$ cat src/common/eipb_defs.vh
/*
  Constants for the extended interrupt priority bank: SFR addresses, bit positions,
  reset values.
  Assumes an 8051-style core SFR bus with 8-bit address and data.
*/
// What this block does
// - priority register is eight-bit read/write SFR at address 0xF6
// - bit 7 sets timer 3 priority, zero low, one high
// - bit 6 sets comparator 1 priority, zero low, one high
// - bit 5 sets comparator 0 priority, zero low, one high
// - bit 4 sets counter array priority, zero low, one high
// - bit 3 sets conversion-complete priority, zero low, one high
// - bit 2 sets window-compare priority, zero low, one high
`ifndef EIPB_DEFS_VH
`define EIPB_DEFS_VH
`define EIPB_ADDR_PRIO_ONE     8'hF6
`define EIPB_ADDR_ENABLE_TWO   8'hE7
`define EIPB_RST_PRIO_ONE      8'h00
`define EIPB_RST_ENABLE_TWO    8'h00
`define EIPB_ENABLE_TWO_MASK   8'h03
`define EIPB_BIT_TIMER3        7
`define EIPB_BIT_CMP_B         6
`define EIPB_BIT_CMP_A         5
`define EIPB_BIT_PCA           4
`define EIPB_BIT_CONV          3
`define EIPB_BIT_WINDOW        2
`define EIPB_BIT_USB           1
`define EIPB_BIT_TWOWIRE       0
`define EIPB_BIT_SERIAL2       1
`define EIPB_BIT_SUPPLY        0
`endif

$ cat src/logic/eipb_sfr_reg.v
/*
  One 8-bit SFR register with address match and writable-bit mask.
  Assumes writes are single-cycle strobes from the core on clk_sys.
*/
`timescale 1ns/1ps
module eipb_sfr_reg #(
  parameter [7:0] ADDR     = 8'h00,
  parameter [7:0] RST_VAL  = 8'h00,
  parameter [7:0] WR_MASK  = 8'hFF
) (
  // clock and reset
  input  wire       clk_sys,
  input  wire       resetn,
  // sfr write side
  input  wire       sfr_wr,
  input  wire [7:0] sfr_addr,
  input  wire [7:0] sfr_wdata,
  // address match and register contents
  output wire       hit,
  output reg  [7:0] value_reg
);
  reg [7:0] value_next;
  assign hit = (sfr_addr == ADDR);
  always @* begin
    value_next = value_reg;
    if (sfr_wr && hit) begin
      value_next = sfr_wdata & WR_MASK;
    end
  end
  always @(posedge clk_sys) begin
    if (!resetn) begin
      value_reg <= RST_VAL;
    end else begin
      value_reg <= value_next;
    end
  end
endmodule // eipb_sfr_reg

$ cat src/logic/eipb_bank.v
/*
  Extended interrupt priority bank: priority register and second enable register.
  Assumes the core drives sfr_wr/sfr_rd for one cycle with a stable address.
*/
`timescale 1ns/1ps
`include "eipb_defs.vh"
module eipb_bank (
  // clock and reset
  input  wire       clk_sys,
  input  wire       resetn,
  // sfr bus from the core
  input  wire       sfr_wr,
  input  wire       sfr_rd,
  input  wire [7:0] sfr_addr,
  input  wire [7:0] sfr_wdata,
  output reg  [7:0] sfr_rdata,
  output wire       sfr_hit,
  // priority levels to the arbiter, one means high
  output wire       timer_three_priority,
  output wire       comparator_b_priority,
  output wire       comparator_a_priority,
  output wire       counter_array_priority,
  output wire       conversion_done_priority,
  output wire       window_compare_priority,
  output wire       usb_irq_priority,
  output wire       twowire_bus_priority,
  // second extended enables
  output wire       second_serial_irq_enable,
  output wire       supply_level_irq_enable
);
  wire [7:0] extended_irq_priority_one;
  wire [7:0] extended_irq_enable_two;
  wire       hit_prio;
  wire       hit_en;
  reg  [7:0] sfr_rdata_next;

  eipb_sfr_reg #(
    .ADDR    (`EIPB_ADDR_PRIO_ONE),
    .RST_VAL (`EIPB_RST_PRIO_ONE),
    .WR_MASK (8'hFF)
  ) u_prio_one (
    .clk_sys   (clk_sys),
    .resetn    (resetn),
    .sfr_wr    (sfr_wr),
    .sfr_addr  (sfr_addr),
    .sfr_wdata (sfr_wdata),
    .hit       (hit_prio),
    .value_reg (extended_irq_priority_one)
  );

  // unused upper enable bits are not stored, so they read zero
  eipb_sfr_reg #(
    .ADDR    (`EIPB_ADDR_ENABLE_TWO),
    .RST_VAL (`EIPB_RST_ENABLE_TWO),
    .WR_MASK (`EIPB_ENABLE_TWO_MASK)
  ) u_enable_two (
    .clk_sys   (clk_sys),
    .resetn    (resetn),
    .sfr_wr    (sfr_wr),
    .sfr_addr  (sfr_addr),
    .sfr_wdata (sfr_wdata),
    .hit       (hit_en),
    .value_reg (extended_irq_enable_two)
  );

  assign sfr_hit                  = hit_prio | hit_en;
  assign timer_three_priority     = extended_irq_priority_one[`EIPB_BIT_TIMER3];
  assign comparator_b_priority    = extended_irq_priority_one[`EIPB_BIT_CMP_B];
  assign comparator_a_priority    = extended_irq_priority_one[`EIPB_BIT_CMP_A];
  assign counter_array_priority   = extended_irq_priority_one[`EIPB_BIT_PCA];
  assign conversion_done_priority = extended_irq_priority_one[`EIPB_BIT_CONV];
  assign window_compare_priority  = extended_irq_priority_one[`EIPB_BIT_WINDOW];
  assign usb_irq_priority         = extended_irq_priority_one[`EIPB_BIT_USB];
  assign twowire_bus_priority     = extended_irq_priority_one[`EIPB_BIT_TWOWIRE];
  assign second_serial_irq_enable = extended_irq_enable_two[`EIPB_BIT_SERIAL2];
  assign supply_level_irq_enable  = extended_irq_enable_two[`EIPB_BIT_SUPPLY];

  // read data registered; unmapped addresses return zero
  always @* begin
    sfr_rdata_next = 8'h00;
    if (sfr_rd && hit_prio) begin
      sfr_rdata_next = extended_irq_priority_one;
    end else if (sfr_rd && hit_en) begin
      sfr_rdata_next = extended_irq_enable_two;
    end
  end
  always @(posedge clk_sys) begin
    if (!resetn) begin
      sfr_rdata <= 8'h00;
    end else begin
      sfr_rdata <= sfr_rdata_next;
    end
  end
endmodule // eipb_bank

$ cat config.mk
export PLATFORM = sky130hd
export DESIGN_NAME = eipb_bank
export DESIGN_NICKNAME = d
export VERILOG_FILES = /design/src/logic/eipb_sfr_reg.v /design/src/logic/eipb_bank.v
export VERILOG_INCLUDE_DIRS = /design/src /design/src/common
export SDC_FILE = /design/constraint.sdc
export NUM_CORES = 1
export LEC_CHECK = 0
export ABC_AREA = 1
export BUFFER_PORTS_ARGS = -buffer_cell sky130_fd_sc_hd__buf_2
export CORE_ASPECT_RATIO = 0.8
export CORE_MARGIN = 2
export CORE_UTILIZATION = 48
export CTS_CLUSTER_SIZE = 40
export DETAILED_ROUTE_END_ITERATION = 8
export PLACE_DENSITY = 0.89
export SYNTH_ARGS = -nofsm -noshare
export SYNTH_HDL_FRONTEND = slang
export SYNTH_SLANG_ARGS = --single-unit
export TNS_END_PERCENT = 50
$ cat constraint.sdc
create_clock -name clk_sys -period 1.4 [get_ports clk_sys]
set_input_delay 0.28 -clock clk_sys [delete_from_list [all_inputs] [get_ports clk_sys]]
set_output_delay 0.28 -clock clk_sys [all_outputs]
set_load 0.05 [all_outputs]
==> results.toml, run 1 <==
[floorplan]
dieArea_um2 = 2140
die_width_um = 51.2
die_h_um = 41.8
start_util = 0.521
rows = 13
ios = 39
coreArea_um2 = 1640

[job]
maxCapViolCount = 0

[clocking]
cts_hold_buffers = 0
clock-sinks = 18
tritoncts = "done"
clkLatencyLatePin_ns = 0.29
cts_buffers = 3
cts_htree_levels = 1
postCtsResizedCells = 0
post_cts_buffers = 0
cts_buffer_depth = 2
clk_pin_slew_ns = 0.10
clock-root-buffer = "clkbuf_4"

[min_path]
min_path_type = "in -> reg"

[sta]
setup_tns_ns = 0
tightest_slew_ns = 0.259
rsz0062_at_grt = "false"
hold_violations = 0
fmax_ghz = 0.760
min_period_ns = 1.32
final-max-slew-violation-count = 0
finalSetupViolCount = 0
maxSlewHeadroom = 0.829
post-route-period-util = 0.939
finalClockSkew_ns = 0.00414

[pwr]
p_comb_frac = 0.101
power_leakage_nw = 0.613
swShare = 0.243
irDropWorstVdd_uv = 455
p_int_mw = 0.647
p_per_area_nw_per_um2 = 786
p_sw_mw = 0.208
seqPwrFrac = 0.600
clkPwrFrac = 0.299

[setup_path]
slowest_stage = "buf_2"
path_common_cell = "nand2_1"
rrSetupSlack_ns = 0.73
startpoint_type = "primary input"
critPathTopFamily = "buffers and inverters"
worstPathRequired_ns = 1.12
critical_path_class = "in -> out"
end_kind = "output port"
crit_arrival_ns = 1.04
crit_path_max_incr_delay_ns = 0.26
crit_path_max_fanout = 3
crit_chain = "buf_2 -> inv_1 -> nand2_1 -> nor2_4 -> nand2_1 -> nand2_1 -> buf_2"
cp_num_buf_inv = 3

[synth]
netlist_instances = 122
netlist_area_um2 = 856
synth_edf_count = 0
synth_seq_cells = 18
synth-xor-area-share = 0
yosysSeqAreaShare = 0.421
synth_nets = 142
synthAdderAreaFrac = 0
yosysMostFrequentCell = "inv_1"
synthFlopType = "dfxtp_1"
synthTopCellsByCount = "inv_1, nand2_1, dfxtp_1"
synth-simple-area-share = 0.390
yosysWarnings = 0
synth_cell_types = 16
synth_compound_area_frac = 0.0117
synth_top_area_share = 0.421
synth_area_leader_cell = "dfxtp_1"
synth_area_leaders = "dfxtp_1, inv_1, nand2_1"
syn_area_per_cell_um2 = 7.01
synth_mux_area_frac = 0
synth_top_family_by_area = "simple AND/OR/NAND/NOR gates"
synthArstFlopShare = 0

[finish]
finalNetCount = 184
final.fill_count = 147
seq_area_um2 = 360
area_growth_pct = 27.0
final_core_utilization = 0.662
multi_input_area_um2 = 344
final_layout_size_suffix_gt1_frac = 0.321
antennaDiodeCount = 0
final_area_um2 = 1090

[grt]
grt_max_degree = 17
grtUsageTotal = 0.192
first_global_vias = 769
grt_overflow = 0
grt_antenna_before_repair = 0
grt_pass1_wl_um = 3090

[route]
drt_iter0_markers = 12
drcViolationCount = 0
post_drt_wl_per_cell_um = 9.93
drt_wl_total_um = 1830
vias_per_cell = 4.51
ant_nets = 0
first_pass_iters = 4
vias = 830

[place]
placed_area_um2 = 1060
gp_congestion = 0.825
io_buffers = 38
dp_hpwl_um = 1410

[outcome]
outcome = "completed"
cells by family (layout without fill, tap and decap cells):
logic type             Yosys count  in the layout
and+or+nand+nor                 66             66
AOI/OAI and AO/OA                2              2
DFF                             18             18
buffers and inverters           36             76
final cells by class:
| type | instances | area share |
|---|---|---|
| multi-input combinational | 68 | 0.316 |
| clock buffer | 3 | 0.0207 |
| timing repair buffer | 41 | 0.196 |
| inverter | 32 | 0.110 |
| tap | 22 | 0.0253 |
| sequential | 18 | 0.331 |
through the flow:
step           hold WS [ns]  power (mW)  setup slack (ns)  std cells
2_1_floorplan         0.509       0.574            0.0444        122
3_3_place_gp          0.437       0.607             0.129        181
3_5_place_dp          0.445       0.610            0.0838        181
4_1_cts               0.293       0.858            0.0865        184
5_1_grt               0.302       0.892            0.0134        184
6_report              0.299       0.855            0.0848        184
placed cells by master (no fill, tap or decap):
master    synthesis  routed
o21ai_0           2       2
nand2_1          28      28
dfxtp_1          18      18
nor2_4            1       1
clkbuf_4          0       3
buf_4             0       3
nand3_1           2       2
nand3_4           1       1
nor2_1           16      16
buf_2             1      38
inv_1            32      32
nand3_2           1       1
nor2_2            1       1
nor2_8            1       1
nand2_2           3       3
nand4_1          12      12
routing by layer:
metal / up-vias / share of wire / track usage
met5: - / 0 / 0
met4: 0 / 0.015 / 0.0895
met3: 4 / 0.063 / 0.0576
met2: 32 / 0.47 / 0.322
met1: 354 / 0.45 / 0.222
li1: 440 / - / -
power by group through the flow:
stage,logic (mW),clock network [mW],registers [mW]
6_report,0.0867,0.255,0.513
4_1_cts,0.0861,0.259,0.513
5_1_grt,0.0957,0.283,0.513
3_3_place_gp,0.0824,0,0.525
2_1_floorplan,0.0469,0,0.527
3_5_place_dp,0.0858,0,0.525
path summary, 6_finish.rpt:
| kind | end | depth (start not counted) | from |
|---|---|---|---|
| max | sfr_hit | 7 | sfr_addr[0] |
| min | u_prio_one.value_reg[0] | 3 | resetn |
| max reg2reg | u_prio_one.value_reg[0] | 4 | u_prio_one.value_reg[0] |
| min reg2reg | sfr_rdata[4] | 2 | u_prio_one.value_reg[4] |
worst register-to-register path: cells and delay by family (launching register included):
| family | cells | cell delay (ns) |
|---|---|---|
| buf+inv | 2 | 0.09 |
| flops | 1 | 0.38 |
| simple gates | 2 | 0.15 |
Power figures use the tool's default switching activity.
==> run 2: changes to the inputs <==
CORE_UTILIZATION = 45   (was 48)
PLACE_DENSITY = 0.84   (was 0.89)
==> run 2 against run 1 <==
Wire length down 1.3%. Final area up 1.5%. Core utilization down 6.2 points. Worst hold slack worse by 0.0029 ns. Register-to-register slack worse by 0.03 ns. Sequential power about the same. Via count up 1.9%. Sequential cell count unchanged. Setup slack better by 0.024 ns. Non-clock buffer count unchanged. Clock power up 25%. Critical endpoint unchanged. Largest power group unchanged. Highest routed layer unchanged.
==> results.toml, run 2 (synthesized netlist as in run 1, its figures left out) <==
[sta]
setup_ws_ns = 0.108
finalClockSkew_ns = 0.00666
maxSlewHeadroom = 0.827
post-route-period-util = 0.923
tightest_slew_ns = 0.261
min_period_ns = 1.29
hold_violations = 0
finalSetupViolCount = 0
rsz0062_at_grt = "false"
worst_hold_slack_ns = 0.296
setup_tns_ns = 0
fmax_ghz = 0.774
final-max-slew-violation-count = 0

[place]
gp_congestion = 0.762
pre_cts_ws_ns = 0.109
dp_hpwl_um = 1400
io_buffers = 38

[clocking]
post_cts_buffers = 0
cts_buffers = 3
clock-root-buffer = "clkbuf_4"
clock-sinks = 18
clk_pin_slew_ns = 0.11
tritoncts = "done"
cts_htree_levels = 1
clkLatencyLatePin_ns = 0.29
cts_buffer_depth = 2
cts_hold_buffers = 0
postCtsResizedCells = 0

[pwr]
p_sw_mw = 0.212
seqPwrFrac = 0.559
swShare = 0.231
irDropWorstVdd_uv = 625
clkPwrFrac = 0.349
p_comb_frac = 0.092
p_int_mw = 0.705
p_per_area_nw_per_um2 = 831
power_leakage_nw = 0.620

[route]
first_pass_iters = 5
drt_wl_total_um = 1800
vias = 846
drt_iter0_markers = 16
post_drt_wl_per_cell_um = 9.64
vias_per_cell = 4.52
drcViolationCount = 0
ant_nets = 0

[setup_path]
critical_path_class = "in -> out"
crit_arrival_ns = 1.01
end_kind = "output port"
worstPathRequired_ns = 1.12
startpoint_type = "primary input"
crit_path_max_fanout = 3

[job]
maxCapViolCount = 0

[finish]
seq_area_um2 = 360
antennaDiodeCount = 0
area_growth_pct = 28.9
finalNetCount = 184
final_cell_mix = "buf_2, inv_1, nand2_1, dfxtp_1, nor2_1"
multi_input_area_um2 = 344
final_layout_size_suffix_gt1_frac = 0.325
final.fill_count = 181
layout_commonest_cell = "buf_2"
final_core_utilization = 0.600

[floorplan]
dieArea_um2 = 2270
ios = 39
die_h_um = 43.0
die_width_um = 52.8
coreArea_um2 = 1840
rows = 14
start_util = 0.465

[grt]
first_global_vias = 741
grt_overflow = 0
grt_max_degree = 17
grtUsageTotal = 0.174
grt_antenna_before_repair = 0
grt_pass1_wl_um = 2940

[min_path]
min_path_type = "in -> reg"

[outcome]
outcome = "completed"
==> run 2: power by group through the flow <==
stage / sequential (mW) / clock [mW] / combinational (mW)
2_1_floorplan: 0.527 / 0 / 0.0469
3_5_place_dp: 0.525 / 0 / 0.0844
5_1_grt: 0.513 / 0.340 / 0.0939
6_report: 0.513 / 0.320 / 0.0846
4_1_cts: 0.513 / 0.327 / 0.0845
3_3_place_gp: 0.525 / 0 / 0.0816
==> run 2: per-layer routing <==
layer,vias up,global-route usage,wire (um)
met4,0,0.0462,19
met3,2,0.0528,86
met2,21,0.318,966
met5,-,0,0
li1,444,-,-
met1,379,0.193,731
==> run 2: cell type report <==
cell class	count	area share
Clock buffer	4	0.0329
Inverter	32	0.109
Multi-Input combinational cell	68	0.312
Sequential cell	18	0.327
Tap cell	24	0.0272
Timing Repair Buffer	41	0.193
==> run 2: final timing paths <==
path | startpoint | to | slack (ns) | cells past startpoint
max | sfr_addr[0] | sfr_hit | 0.11 | 7
min | resetn | u_prio_one.value_reg[0] | 0.30 | 3
max reg2reg | u_prio_one.value_reg[0] | u_prio_one.value_reg[0] | 0.70 | 4
min reg2reg | u_prio_one.value_reg[4] | sfr_rdata[4] | 0.46 | 2
==> run 2: per-stage QoR <==
step	cell area, um2	cells	total power [mW]
after CTS	1100	187	0.924
after detailed placement	1070	183	0.609
final	1100	187	0.917
after global routing	1100	187	0.947
after global placement	1070	183	0.606
after floorplan	856	122	0.574
==> run 2: worst max-delay path, cell delays in order <==
cell and delay (ns):
buf_2 0.10, inv_1 0.04, nand2_1 0.08, nor2_4 0.10, nand2_1 0.09, nand2_1 0.07
buf_2 0.25
==> run 3: changes to the inputs <==
REMOVE_ABC_BUFFERS = 1   (was default)
SLEW_MARGIN = 25   (was default)
==> run 3 against run 2 <==
Global-route usage decreased by 1.1 points. Combinational power increased by 0.9%. Via count decreased by 4.5%. Largest power group unchanged. First-iteration DRC count decreased by 19%. Register-to-register slack improved by 0.04 ns. Critical path depth unchanged. Largest cell class unchanged. Non-clock buffer count increased by 1.
==> results.toml, run 3 (synthesized netlist as in run 1, its figures left out) <==
[outcome]
outcome = "completed"

[sta]
finalClockSkew_ns = 0.0135
maxSlewHeadroom = 0.834
tightest_slew_ns = 0.251
setup_tns_ns = 0
fmax_ghz = 0.776
min_period_ns = 1.29
finalSetupViolCount = 0
hold_violations = 0
rsz0062_at_grt = "false"
worst_hold_slack_ns = 0.294
post-route-period-util = 0.920
final-max-slew-violation-count = 0

[route]
met3WireLength_um = 84
drcViolationCount = 0
vias_per_cell = 4.30
drt_iter0_markers = 13
ant_nets = 0
first_pass_iters = 4
post_drt_wl_per_cell_um = 8.99
wl_met2_um = 871
highest_layer = "met4"
vias = 808
drt_wl_total_um = 1690
wl_met1_um = 715

[floorplan]
die_h_um = 43.0
start_util = 0.465
rows = 14
dieArea_um2 = 2270
die_width_um = 52.8
coreArea_um2 = 1840
ios = 39

[setup_path]
slowest_stage = "buf_2"
critical_path_class = "in -> out"
end_kind = "output port"
crit_chain = "buf_2 -> inv_1 -> nand2_2 -> nor2_8 -> nand2_1 -> nand2_1 -> buf_2"
crit_path_max_incr_delay_ns = 0.25
r2r_cells = 4
crit_path_max_fanout = 4
cp_num_buf_inv = 3
r2r_end = "u_prio_one.value_reg[0]"
crit_arrival_ns = 1.01
critPathTopFamily = "buffers and inverters"
rrSetupSlack_ns = 0.74
r2r-start = "u_prio_one.value_reg[0]"
startpoint_type = "primary input"
worstPathRequired_ns = 1.12

[clocking]
cts_buffer_depth = 2
postCtsResizedCells = 0
post_cts_buffers = 0
clkLatencyLatePin_ns = 0.30
clock-sinks = 18
clk_pin_slew_ns = 0.11
cts_htree_levels = 1
cts_hold_buffers = 0
tritoncts = "done"
cts_buffers = 3
clock-root-buffer = "clkbuf_4"

[pwr]
power_leakage_nw = 0.625
p_per_area_nw_per_um2 = 825
p_sw_mw = 0.211
clkPwrFrac = 0.347
seqPwrFrac = 0.559
p_int_mw = 0.706
swShare = 0.230
irDropWorstVdd_uv = 468
p_comb_frac = 0.093

[min_path]
worstHoldPathCells = 3
whs_endpoint = "u_prio_one.value_reg[7]"
hold_start = "resetn"
min_path_type = "in -> reg"

[place]
io_buffers = 38
placed_area_um2 = 1070
dp_hpwl_um = 1340
gp_congestion = 0.757

[finish]
final_layout_size_suffix_gt1_frac = 0.329
layout_commonest_cell = "buf_2"
final_cell_mix = "buf_2, inv_1, nand2_1, dfxtp_1, nor2_1"
final.fill_count = 179
antennaDiodeCount = 0
final_core_utilization = 0.604
final_area_um2 = 1110
finalNetCount = 185
area_growth_pct = 29.8

[grt]
grtUsageTotal = 0.163
grt_pass1_wl_um = 2640
first_global_vias = 710
grt_antenna_before_repair = 0
grt_max_degree = 13
grt_overflow = 0

[job]
maxCapViolCount = 0
run 3: cell count changes in the layout (fill, tap and decap cells not counted), sizes merged:
cell | before | now
buf | 41 | 42
run 3: worst max path at each step:
stage	start	cells after the start	end
6_report	sfr_addr[3]	7	sfr_hit
5_1_grt	sfr_addr[3]	7	sfr_hit
4_1_cts	sfr_addr[3]	7	sfr_hit
3_5_place_dp	sfr_addr[3]	7	sfr_hit
3_3_place_gp	sfr_addr[3]	7	sfr_hit
2_1_floorplan	sfr_addr[0]	5	sfr_hit
run 3: routing by layer:
layer,up-vias,track usage
li1,447,-
met1,336,0.169
met2,23,0.290
met3,2,0.0317
met4,0,0.108
met5,-,0
run 3: worst reg2reg max path: stages, from the launching register on:
cell	delay, ns
dfxtp_1	0.37
inv_1	0.06
nand2_1	0.06
inv_1	0.04
nor2_1	0.08
run 3: layout make-up:
type | count | area (um2) | area share
tap | 24 | 30.0 | 0.0270
sequential | 18 | 360 | 0.324
clock buffer | 4 | 36.3 | 0.0327
multi-input combinational | 68 | 344 | 0.310
inverter | 32 | 120 | 0.108
timing repair buffer | 42 | 220 | 0.198
run 3: power groups by stage:
stage,registers [mW],clock network [mW],logic (mW)
6_report,0.513,0.318,0.0854
5_1_grt,0.513,0.353,0.0940
4_1_cts,0.513,0.330,0.0856
3_5_place_dp,0.525,0,0.0856
3_3_place_gp,0.525,0,0.0831
2_1_floorplan,0.527,0,0.0369
run 3: stage by stage:
| step | total power, mW | setup slack [ns] | std cells |
|---|---|---|---|
| 3_3_place_gp | 0.608 | 0.125 | 184 |
| 2_1_floorplan | 0.564 | 0.0230 | 118 |
| 6_report | 0.916 | 0.112 | 188 |
| 4_1_cts | 0.928 | 0.102 | 188 |
| 3_5_place_dp | 0.610 | 0.102 | 184 |
| 5_1_grt | 0.960 | 0.0137 | 188 |
